<file path="src/hw/emb_defines.vh">
// Functional notes
// a read and a write buffer per master, 16 words in two halves
// master 0 is core 0 plus DMA, master 1 core 1 plus DMA
// burst or single follows from the address alone
// single writes are posted, acknowledged at once
// read hits and writes with room take no wait state
// read data is zero without an access
// shared-bus outputs are combinational
// control bits 3-0 pick the X burst region
// control bits 11-8 pick the Y burst region
// control bits 19-16 pick the P burst region
// X mode 00 never, 01 in region, 10 always
// Y mode 00 never, 01 in region, 10 always, 11 reserved
// P mode 00 never, 01 in region, 10 always, 11 reserved
// a bypassing access leaves buffers alone
// software keeps buffers coherent
// read invalidate drops data, stalls, self-clears
// write flush drains data, stalls, self-clears
// burst reads are eight beats into one half
// each half keeps a 26-bit base with space code
// flush bursts carry one to eight words
// after a posted write only single reads may ack until it went out
// X mode 11 acts as no burst
// maintenance stalls only its own master
`ifndef EMB_DEFINES_VH
`define EMB_DEFINES_VH

`define REG_BURST_CTRL   12'h000
`define REG_MAINT        12'h004
`define REG_STATUS       12'h008

`define X_BOUND_HI       3
`define X_BOUND_LO       0
`define Y_BOUND_HI       11
`define Y_BOUND_LO       8
`define P_BOUND_HI       19
`define P_BOUND_LO       16
`define X_MODE_HI        21
`define X_MODE_LO        20
`define Y_MODE_HI        23
`define Y_MODE_LO        22
`define P_MODE_HI        25
`define P_MODE_LO        24
`define BURST_CTRL_MASK  32'h03FF_0F0F
`define BURST_CTRL_RESET 32'h0000_0000

`define MAINT_INV_LO     0
`define MAINT_FLUSH_LO   2
`define MAINT_MASK       4'h3

`define MODE_NONE        2'h0
`define MODE_REGION      2'h1
`define MODE_ALL         2'h2

`define SPACE_X          2'h0
`define SPACE_Y          2'h1
`define SPACE_P          2'h2

`define HALF_SPAN        24'h00_0008
`define LAST_BEAT        3'h7
`define BURST_LEN        4'h8
`define FULL_COUNT       4'h8
`define ONE_WORD         4'h1

`define SRC_POST         3'h6
`define SRC_SREAD        3'h4
`define SRC_WBUF         3'h2
`define SRC_RBUF         3'h0

`endif

</file>
<file path="src/hw/burst_read_buffer.v">
`timescale 1ns/100ps
`include "emb_defines.vh"
module burst_read_buffer #(
    parameter DW = 24,
    parameter AW = 26
) (
    input  wire          clk,
    input  wire          reset,
    input  wire          lookup,
    input  wire [AW-1:0] addr,
    output wire          hit,
    output wire [DW-1:0] rdata,
    output wire          fill_req,
    output reg  [AW-1:0] fill_addr,
    input  wire          fill_grant,
    input  wire          beat,
    input  wire [DW-1:0] beat_data,
    input  wire          invalidate,
    output wire          idle
);
    reg [DW-1:0] mem [0:15];
    reg [AW-1:0] base0;
    reg [AW-1:0] base1;
    reg [1:0]    valid;
    reg [1:0]    armed;
    reg          req_pend;
    reg          filling;
    reg          fill_half;
    reg [2:0]    cnt;

    function in_half;
        input [1:0]  sa;
        input [1:0]  sb;
        input [23:0] d;
        begin
            in_half = (sa == sb) && (d < `HALF_SPAN);
        end
    endfunction

    wire [23:0] d0 = addr[23:0] - base0[23:0];
    wire [23:0] d1 = addr[23:0] - base1[23:0];
    wire hit0 = valid[0] & in_half(addr[25:24], base0[25:24], d0);
    wire hit1 = valid[1] & in_half(addr[25:24], base1[25:24], d1);
    wire busy = req_pend | filling;
    wire [3:0] idx = hit1 ? {1'b1, d1[2:0]} : {1'b0, d0[2:0]};
    wire [AW-1:0] next_base = hit1 ? base1 + `HALF_SPAN : base0 + `HALF_SPAN;

    assign hit      = lookup & (hit0 | hit1);
    assign rdata    = hit ? mem[idx] : {DW{1'b0}};
    assign fill_req = req_pend;
    assign idle     = ~busy;

    always @(posedge clk) begin
        if (filling & beat)
            mem[{fill_half, cnt}] <= beat_data;
    end

    always @(posedge clk or posedge reset) begin
        if (reset) begin
            base0     <= {AW{1'b0}};
            base1     <= {AW{1'b0}};
            valid     <= 2'h0;
            armed     <= 2'h0;
            req_pend  <= 1'b0;
            filling   <= 1'b0;
            fill_half <= 1'b0;
            cnt       <= 3'h0;
            fill_addr <= {AW{1'b0}};
        end else begin
            if (invalidate) begin
                // an in-flight fill lands, then is dropped
                if (~busy) begin
                    valid <= 2'h0;
                    armed <= 2'h0;
                end
            end else if (lookup & ~busy) begin
                if (hit & armed[hit1]) begin
                    // first hit in a fresh half prefetches the next eight words
                    armed[hit1]   <= 1'b0;
                    valid[~hit1]  <= 1'b0;
                    fill_half     <= ~hit1;
                    fill_addr     <= next_base;
                    req_pend      <= 1'b1;
                    if (hit1)
                        base0 <= next_base;
                    else
                        base1 <= next_base;
                end else if (~hit) begin
                    valid[~fill_half] <= 1'b0;
                    fill_half <= ~fill_half;
                    fill_addr <= addr;
                    req_pend  <= 1'b1;
                    if (fill_half)
                        base0 <= addr;
                    else
                        base1 <= addr;
                end
            end
            if (req_pend & fill_grant) begin
                req_pend <= 1'b0;
                filling  <= 1'b1;
                cnt      <= 3'h0;
            end
            if (filling & beat) begin
                cnt <= cnt + 3'h1;
                if (cnt == `LAST_BEAT) begin
                    filling          <= 1'b0;
                    valid[fill_half] <= 1'b1;
                    armed[fill_half] <= 1'b1;
                end
            end
        end
    end
endmodule

</file>
<file path="src/hw/burst_write_buffer.v">
`timescale 1ns/100ps
`include "emb_defines.vh"
module burst_write_buffer #(
    parameter DW = 24,
    parameter AW = 26
) (
    input  wire          clk,
    input  wire          reset,
    input  wire          write,
    input  wire [AW-1:0] addr,
    input  wire [DW-1:0] wdata,
    output wire          ok,
    input  wire          flush,
    output wire          idle,
    output wire          flush_req,
    output wire [AW-1:0] flush_addr,
    output wire [3:0]    flush_len,
    input  wire          flush_grant,
    input  wire          beat,
    output wire [DW-1:0] beat_data
);
    reg [DW-1:0] mem [0:15];
    reg [AW-1:0] base [0:1];
    reg [3:0]    count [0:1];
    reg          cur;
    reg          pend;
    reg          flushing;
    reg          fh;
    reg [3:0]    bcnt;

    wire busy       = pend | flushing;
    wire cur_empty  = (count[cur] == 4'h0);
    wire full       = (count[cur] == `FULL_COUNT);
    wire [23:0] nxt = base[cur][23:0] + {20'h0_0000, count[cur]};
    wire seq        = (addr[25:24] == base[cur][25:24]) && (addr[23:0] == nxt);
    wire here       = cur_empty | (seq & ~full);
    wire swap       = ~here & (count[~cur] == 4'h0) & ~busy;

    assign ok         = write & (here | swap);
    assign idle       = ~busy & (count[0] == 4'h0) & (count[1] == 4'h0);
    assign flush_req  = pend;
    assign flush_addr = base[fh];
    assign flush_len  = count[fh];
    assign beat_data  = mem[{fh, bcnt[2:0]}];

    always @(posedge clk) begin
        if (ok & here)
            mem[{cur, count[cur][2:0]}] <= wdata;
        else if (ok)
            mem[{~cur, 3'h0}] <= wdata;
    end

    always @(posedge clk or posedge reset) begin
        if (reset) begin
            base[0]  <= {AW{1'b0}};
            base[1]  <= {AW{1'b0}};
            count[0] <= 4'h0;
            count[1] <= 4'h0;
            cur      <= 1'b0;
            pend     <= 1'b0;
            flushing <= 1'b0;
            fh       <= 1'b0;
            bcnt     <= 4'h0;
        end else begin
            if (ok & here) begin
                count[cur] <= count[cur] + 4'h1;
                if (cur_empty)
                    base[cur] <= addr;
            end else if (ok) begin
                // not sequential or full: drain, go on in the other half
                pend       <= 1'b1;
                fh         <= cur;
                cur        <= ~cur;
                base[~cur] <= addr;
                count[~cur] <= `ONE_WORD;
            end else if (flush & ~busy & ~cur_empty) begin
                pend <= 1'b1;
                fh   <= cur;
                cur  <= ~cur;
            end
            if (pend & flush_grant) begin
                pend     <= 1'b0;
                flushing <= 1'b1;
                bcnt     <= 4'h0;
            end
            if (flushing & beat) begin
                bcnt <= bcnt + 4'h1;
                if (bcnt == count[fh] - 4'h1) begin
                    flushing  <= 1'b0;
                    count[fh] <= 4'h0;
                end
            end
        end
    end
endmodule

</file>
<file path="src/hw/external_memory_burst_buffer.v">
`timescale 1ns/100ps
`include "emb_defines.vh"
module external_memory_burst_buffer #(
    parameter DW     = 24,
    parameter ADDR_W = 12
) (
    input  wire              clk,
    input  wire              reset,
    input  wire              psel,
    input  wire              penable,
    input  wire              pwrite,
    input  wire [ADDR_W-1:0] paddr,
    input  wire [31:0]       pwdata,
    output reg  [31:0]       prdata,
    output reg               pready,
    output reg               pslverr,
    input  wire              m0_req,
    input  wire              m0_we,
    input  wire [1:0]        m0_space,
    input  wire [23:0]       m0_addr,
    input  wire [DW-1:0]     m0_wdata,
    output wire              m0_ack,
    output wire [DW-1:0]     m0_rdata,
    input  wire              m1_req,
    input  wire              m1_we,
    input  wire [1:0]        m1_space,
    input  wire [23:0]       m1_addr,
    input  wire [DW-1:0]     m1_wdata,
    output wire              m1_ack,
    output wire [DW-1:0]     m1_rdata,
    output wire              emc_req,
    output reg               emc_we,
    output reg  [1:0]        emc_space,
    output reg  [23:0]       emc_addr,
    output reg  [3:0]        emc_len,
    output reg  [DW-1:0]     emc_wdata,
    input  wire              emc_accept,
    input  wire              emc_beat,
    input  wire [DW-1:0]     emc_rdata
);
    reg  [31:0]   ext_burst_control_reg;
    reg  [3:0]    buffer_maintenance_reg;
    reg           post_pend;
    reg  [25:0]   post_addr;
    reg  [DW-1:0] post_data;
    reg           seq_busy;
    reg           seq_acc;
    reg  [2:0]    seq_src;
    reg  [3:0]    seq_cnt;
    reg  [2:0]    pick;
    reg  [3:0]    next_maint;

    wire [1:0]    req = {m1_req, m0_req};
    wire [1:0]    we  = {m1_we, m0_we};
    wire [25:0]   a0  = {m0_space, m0_addr};
    wire [25:0]   a1  = {m1_space, m1_addr};
    wire [1:0]    burst;
    wire [1:0]    stall;
    wire [1:0]    mstall;
    wire [1:0]    lookup;
    wire [1:0]    wr_go;
    wire [1:0]    post_take;
    wire [1:0]    sr_req;
    wire [1:0]    sr_done;
    wire [1:0]    rb_hit;
    wire [1:0]    rb_req;
    wire [1:0]    rb_idle;
    wire [1:0]    wb_ok;
    wire [1:0]    wb_req;
    wire [1:0]    wb_idle;
    wire [25:0]   rb_addr0;
    wire [25:0]   rb_addr1;
    wire [25:0]   wb_addr0;
    wire [25:0]   wb_addr1;
    wire [3:0]    wb_len0;
    wire [3:0]    wb_len1;
    wire [DW-1:0] rb_data0;
    wire [DW-1:0] rb_data1;
    wire [DW-1:0] wb_data0;
    wire [DW-1:0] wb_data1;
    wire [6:0]    src_req;
    wire [7:0]    grant;
    wire [7:0]    beat;

    function burst_ok;
        input [1:0]  space;
        input [3:0]  region;
        input [31:0] ctrl;
        reg   [1:0]  mode;
        reg   [3:0]  bound;
        begin
            mode  = `MODE_NONE;
            bound = 4'h0;
            case (space)
                `SPACE_X: begin
                    mode  = ctrl[`X_MODE_HI:`X_MODE_LO];
                    bound = ctrl[`X_BOUND_HI:`X_BOUND_LO];
                end
                `SPACE_Y: begin
                    mode  = ctrl[`Y_MODE_HI:`Y_MODE_LO];
                    bound = ctrl[`Y_BOUND_HI:`Y_BOUND_LO];
                end
                `SPACE_P: begin
                    mode  = ctrl[`P_MODE_HI:`P_MODE_LO];
                    bound = ctrl[`P_BOUND_HI:`P_BOUND_LO];
                end
                default: mode = `MODE_NONE;
            endcase
            // see R11, see R12, see R13: reserved 11 falls to default
            case (mode)
                `MODE_REGION: burst_ok = (region == bound);
                `MODE_ALL:    burst_ok = 1'b1;
                default:      burst_ok = 1'b0;
            endcase
        end
    endfunction


    assign burst[0] = burst_ok(m0_space, m0_addr[23:20], ext_burst_control_reg);
    assign burst[1] = burst_ok(m1_space, m1_addr[23:20], ext_burst_control_reg);

    // maintenance stalls only the owning master
    assign mstall = buffer_maintenance_reg[1:0] | buffer_maintenance_reg[3:2];
    assign stall  = mstall | {2{post_pend}};
    assign lookup = req & ~we & burst & ~stall;
    assign wr_go  = req & we & burst & ~stall;
    // single accesses never reach the buffers
    assign sr_req = req & ~we & ~burst & ~mstall;
    assign post_take[0] = req[0] & we[0] & ~burst[0] & ~stall[0];
    assign post_take[1] = req[1] & we[1] & ~burst[1] & ~stall[1] & ~post_take[0];

    // acknowledge and read data are pure decode, no register
    assign m0_ack   = rb_hit[0] | wb_ok[0] | post_take[0] | sr_done[0];
    assign m1_ack   = rb_hit[1] | wb_ok[1] | post_take[1] | sr_done[1];
    assign m0_rdata = rb_hit[0] ? rb_data0 :
                      sr_done[0] ? emc_rdata : {DW{1'b0}};
    assign m1_rdata = rb_hit[1] ? rb_data1 :
                      sr_done[1] ? emc_rdata : {DW{1'b0}};

    // see R1, see R2: one read and one write buffer per master
    burst_read_buffer #(.DW(DW), .AW(26)) u_rb0 (
        .clk(clk), .reset(reset), .lookup(lookup[0]), .addr(a0),
        .hit(rb_hit[0]), .rdata(rb_data0), .fill_req(rb_req[0]),
        .fill_addr(rb_addr0), .fill_grant(grant[0]), .beat(beat[0]),
        .beat_data(emc_rdata), .invalidate(buffer_maintenance_reg[0]),
        .idle(rb_idle[0]));
    burst_read_buffer #(.DW(DW), .AW(26)) u_rb1 (
        .clk(clk), .reset(reset), .lookup(lookup[1]), .addr(a1),
        .hit(rb_hit[1]), .rdata(rb_data1), .fill_req(rb_req[1]),
        .fill_addr(rb_addr1), .fill_grant(grant[1]), .beat(beat[1]),
        .beat_data(emc_rdata), .invalidate(buffer_maintenance_reg[1]),
        .idle(rb_idle[1]));
    burst_write_buffer #(.DW(DW), .AW(26)) u_wb0 (
        .clk(clk), .reset(reset), .write(wr_go[0]), .addr(a0),
        .wdata(m0_wdata), .ok(wb_ok[0]), .flush(buffer_maintenance_reg[2]),
        .idle(wb_idle[0]), .flush_req(wb_req[0]), .flush_addr(wb_addr0),
        .flush_len(wb_len0), .flush_grant(grant[2]), .beat(beat[2]),
        .beat_data(wb_data0));
    burst_write_buffer #(.DW(DW), .AW(26)) u_wb1 (
        .clk(clk), .reset(reset), .write(wr_go[1]), .addr(a1),
        .wdata(m1_wdata), .ok(wb_ok[1]), .flush(buffer_maintenance_reg[3]),
        .idle(wb_idle[1]), .flush_req(wb_req[1]), .flush_addr(wb_addr1),
        .flush_len(wb_len1), .flush_grant(grant[3]), .beat(beat[3]),
        .beat_data(wb_data1));

    // external controller sequencer, one burst at a time
    assign src_req = {post_pend, sr_req, wb_req, rb_req};
    assign emc_req = seq_busy & ~seq_acc;
    assign grant   = {8{emc_accept & emc_req}} & (8'h01 << seq_src);
    assign beat    = {8{emc_beat & seq_busy & seq_acc}} & (8'h01 << seq_src);
    assign sr_done = beat[5:4];

    // posted writes go first so the stalled masters resume soonest
    always @* begin
        if (src_req[6])
            pick = `SRC_POST;
        else if (src_req[4])
            pick = `SRC_SREAD;
        else if (src_req[5])
            pick = `SRC_SREAD + 3'h1;
        else if (src_req[2])
            pick = `SRC_WBUF;
        else if (src_req[3])
            pick = `SRC_WBUF + 3'h1;
        else if (src_req[0])
            pick = `SRC_RBUF;
        else
            pick = `SRC_RBUF + 3'h1;
    end

    always @* begin
        emc_we    = 1'b0;
        emc_space = 2'h0;
        emc_addr  = 24'h00_0000;
        emc_len   = `ONE_WORD;
        emc_wdata = {DW{1'b0}};
        case (seq_src)
            3'h0: begin
                {emc_space, emc_addr} = rb_addr0;
                emc_len = `BURST_LEN;
            end
            3'h1: begin
                {emc_space, emc_addr} = rb_addr1;
                emc_len = `BURST_LEN;
            end
            3'h2: begin
                emc_we = 1'b1;
                {emc_space, emc_addr} = wb_addr0;
                emc_len   = wb_len0;
                emc_wdata = wb_data0;
            end
            3'h3: begin
                emc_we = 1'b1;
                {emc_space, emc_addr} = wb_addr1;
                emc_len   = wb_len1;
                emc_wdata = wb_data1;
            end
            3'h4: {emc_space, emc_addr} = a0;
            3'h5: {emc_space, emc_addr} = a1;
            3'h6: begin
                emc_we = 1'b1;
                {emc_space, emc_addr} = post_addr;
                emc_wdata = post_data;
            end
            default: emc_len = `ONE_WORD;
        endcase
    end

    always @(posedge clk or posedge reset) begin
        if (reset) begin
            seq_busy <= 1'b0;
            seq_acc  <= 1'b0;
            seq_src  <= 3'h0;
            seq_cnt  <= 4'h0;
        end else if (~seq_busy) begin
            if (|src_req) begin
                seq_busy <= 1'b1;
                seq_acc  <= 1'b0;
                seq_src  <= pick;
            end
        end else if (~seq_acc) begin
            if (emc_accept) begin
                seq_acc <= 1'b1;
                seq_cnt <= 4'h0;
            end
        end else if (emc_beat) begin
            seq_cnt <= seq_cnt + 4'h1;
            if (seq_cnt == emc_len - 4'h1)
                seq_busy <= 1'b0;
        end
    end

    // one posted slot suffices: all accesses but single reads stall meanwhile
    always @(posedge clk or posedge reset) begin
        if (reset) begin
            post_pend <= 1'b0;
            post_addr <= 26'h000_0000;
            post_data <= {DW{1'b0}};
        end else if (|post_take) begin
            post_pend <= 1'b1;
            post_addr <= post_take[0] ? a0 : a1;
            post_data <= post_take[0] ? m0_wdata : m1_wdata;
        end else if (beat[6]) begin
            post_pend <= 1'b0;
        end
    end

    // register slave: one wait-free access phase
    wire setup  = psel & ~penable;
    wire access = psel & penable & pready;
    wire wr_mt  = access & pwrite & (paddr == `REG_MAINT);
    wire [3:0] set_bits = wr_mt ? pwdata[3:0] : 4'h0;
    wire [3:0] clr_bits = {wb_idle, rb_idle} & buffer_maintenance_reg;

    // a software set in the clearing cycle survives
    always @* begin
        next_maint = (buffer_maintenance_reg & ~clr_bits) | set_bits;   // see R16
    end

    always @(posedge clk or posedge reset) begin
        if (reset) begin
            ext_burst_control_reg  <= `BURST_CTRL_RESET;
            buffer_maintenance_reg <= 4'h0;
            pready                 <= 1'b0;
            pslverr                <= 1'b0;
            prdata                 <= 32'h0000_0000;
        end else begin
            buffer_maintenance_reg <= next_maint;
            pready <= setup;
            if (access & pwrite & (paddr == `REG_BURST_CTRL))
                ext_burst_control_reg <= pwdata & `BURST_CTRL_MASK;
            if (setup) begin
                pslverr <= 1'b0;
                case (paddr)
                    `REG_BURST_CTRL: prdata <= ext_burst_control_reg;
                    `REG_MAINT:      prdata <= {28'h000_0000, buffer_maintenance_reg};
                    `REG_STATUS:     prdata <= {26'h000_0000, wb_idle, rb_idle,
                                                seq_busy, post_pend};
                    default: begin
                        prdata  <= 32'h0000_0000;
                        pslverr <= 1'b1;
                    end
                endcase
            end else begin
                pslverr <= 1'b0;
                prdata  <= 32'h0000_0000;
            end
        end
    end
endmodule

</file>
<file path="config.mk">
export PLATFORM = sky130hd
export DESIGN_NAME = external_memory_burst_buffer
export DESIGN_NICKNAME = d
export VERILOG_FILES = /design/src/hw/burst_read_buffer.v /design/src/hw/burst_write_buffer.v /design/src/hw/external_memory_burst_buffer.v
export VERILOG_INCLUDE_DIRS = /design/src /design/src/hw
export SDC_FILE = /design/constraint.sdc
export NUM_CORES = 2
export LEC_CHECK = 0
export BUFFER_PORTS_ARGS = -buffer_cell sky130_fd_sc_hd__buf_2
export CORE_ASPECT_RATIO = 1.1
export CORE_MARGIN = 5
export CORE_UTILIZATION = 50
export DETAILED_ROUTE_END_ITERATION = 16
export PLACE_DENSITY = 0.66
export SKIP_CTS_REPAIR_TIMING = 1
export SLEW_MARGIN = 40
export SYNTH_ARGS = -nofsm -noshare
export SYNTH_HDL_FRONTEND = slang
export SYNTH_SLANG_ARGS = --single-unit
</file>
<file path="constraint.sdc">
create_clock -name clk -period 25.7 [get_ports clk]
set_clock_uncertainty 0.15 [all_clocks]
set_input_delay 5.14 -clock clk [delete_from_list [all_inputs] [get_ports clk]]
set_output_delay 5.14 -clock clk [all_outputs]
set_load 0.02 [all_outputs]
</file>
==> impl_metrics.tcl <==
set metrics [dict create \
    status "complete, no violations" \
    async_flop_share 0.213 \
    synthesis.area_um2 95700 \
    period_needed_ns 17.47 \
    drv_cap 0 \
    grt_pass1_vias 63100 \
    synthMuxAreaShare 0.131 \
    startpoint_type "input pin" \
    synthFlopType "edfxtp_1" \
    hold_viol_final 0 \
    drive_gt1_frac 0.184 \
    start_util 0.503 \
    fmax_ghz 0.0572 \
    cts_tree "done" \
    min_period_over_period 0.680 \
    area_growth_pct 12.7 \
    place_congestion 0.944 \
    power_density_nw_per_um2 67.3 \
    wl_per_cell_um 28.1 \
    htree_num_levels 4 \
    final_common_cell "edfxtp_1" \
    synth_compound_area_frac 0.115 \
    finalMaxSlewViolations 0 \
    setup_viol 0 \
    grt_max_degree 112 \
    ys_ff_latch 1952 \
    rows 168 \
    final_cell_mix "1536 x edfxtp_1, 799 x nand2_1, 463 x mux2i_1, 403 x dfrtp_1, 342 x o21ai_0" \
    tns_ns 0 \
    crit_arrival_ns 12.18 \
    worstPathMaxFanout 68 \
    rsz0062_at_grt "no" \
    ys_warn_count 0 \
    synth_edf_count 1536 \
    die_h_um 469 \
    syn_area_per_cell_um2 13.0 \
    drc 0 \
    firstDrtPassIters 6 \
    io-pin-count 319 \
    endpoint_kind "primary output" \
    synth_top_area_share 0.482 \
    synthXorXnorAreaFrac 0.0208 \
    synth_cell_types 96 \
    cts.sinks 1952 \
    hold_class "reg -> reg" \
    routed_via_density 6.38 \
    dieArea_um2 200000 \
    drt_iter0_drc 7342 \
    ys_top_cells_by_area "edfxtp_1 48%, dfrtp_1 11%, mux4_2 5.7%" \
    max-vdd-ir-drop_v 0.0000716 \
    hpwl_mm 195 \
    clock_latency_ns 0.85 \
    vias 65900 \
    dp_cells 9954 \
    whs_ns 0.336 \
    layout.nets 7912 \
    grt-ovfl-total 0 \
    yosysTopAreaCell "edfxtp_1" \
    portBuffers 292 \
    worst_pin_slew_ns 0.905 \
    clk_pin_slew_worst_paths_ns 0.05 \
    p_leak_nw 39.3 \
    synthCells 7388 \
    finalPower_mw 7.26 \
    ant_nets 0 \
    die_x_um 427 \
    final_cells 10300 \
    slew_headroom 0.395 \
    design.core.area_um2 190000 \
    yosys.area_share.simple 0.0986 \
    criticalPathCategory "in -> out" \
    grt_usage 0.283 \
    clockRootBuffer "clkbuf_16" \
    numCtsBuffers 193 \
    grt_pass1_wl_mm 421 \
    drt_wl_total_mm 290 \
    antenna_found_initial 25 \
    clockBufferDepth 3 \
    ys_seq_area_frac 0.591 \
    synth_top_family_by_area "multiplexers" \
    cp.required_ns 20.41 \
    synthAdderAreaFrac 0.0177 \
]
final cells by class:
type,instances,area [um2]
multi-input cells,4810,37300
diodes,9,22.5
repair buffers,483,3560
clock buffers,250,5350
well taps,2550,3190
clock inverters,108,1320
fillers,15200,82500
flip-flops and latches,1952,56600
inverters,161,619
Yosys cell counts, drive strengths merged, types with 45 or more instances:
cell	instances
edfxtp	1536
nand2	802
mux2i	466
dfrtp	416
o21ai	364
clkbuf	355
nor2	288
mux4	243
mux2	210
a21oi	206
a211oi	179
xnor2	167
inv	160
nand3	151
nor3	130
ha	126
and2	123
buf	121
and3	108
a311oi	97
a22oi	80
a21o	67
nand4	60
xor2	60
o211ai	58
nand2b	57
o211a	55
a31o	45
power by group:
part           leakage, nW  total, mW  switching, mW  internal, mW
clock network         3.26       2.94           1.25          1.69
logic                 16.6      0.815          0.568         0.246
registers             19.4       3.50         0.0433          3.45
through the flow:
stage               setup WS, ns  utilization  area, um2
global placement            8.10        0.525     100000
floorplan                   8.83            -      95700
finish                      8.23        0.567     108000
global route                7.85        0.567     108000
CTS                         8.29        0.566     108000
detailed placement          8.30        0.531     101000
metal layers:
layer	vias up	global-route usage	share of wire
met5	-	0	0.00021
met4	10	0.115	0.046
met3	516	0.0395	0.079
met2	3096	0.441	0.46
met1	33300	0.404	0.42
li1	29000	-	-
critical path, stage by stage:
cell,delay [ns]
buf_2,0.37
inv_1,0.31
fa_1,0.55
nor2b_1,0.40
o211ai_1,0.24
a21o_1,0.26
a2111o_1,0.48
o21ai_0,0.38
xnor2_1,0.22
and4_1,0.23
buf_4,0.39
nand3_1,0.55
nand2_4,0.67
buf_6,0.62
a211oi_1,0.18
a2111oi_0,0.55
a211o_1,0.27
buf_2,0.20
path summary, 6_finish.rpt:
kind                            slack (ns)  cells past startpoint              end             from
worst max-delay path                  8.23                     18     m1_rdata[21]       m1_addr[1]
worst min-delay path                  0.34                      2  u_rb0.base1[20]  u_rb0.base1[20]
worst max register to register       18.23                     24  u_rb0.base0[21]   u_rb0.base1[0]
worst min register to register        0.34                      2  u_rb0.base1[20]  u_rb0.base1[20]
max in group asynchronous            19.67                      5       prdata[25]            reset
min in group asynchronous             4.20                      2        prdata[5]            reset
cells by family after synthesis:
group | Yosys count
AOI/OAI and AO/OA | 1560
xor gates and xnor gates | 227
adders and majority gates | 132
buffers and inverters | 637
DFF | 1952
muxes | 919
other | 1
and+or+nand+nor | 1960
No activity file was read; power rests on OpenSTA's default activity.
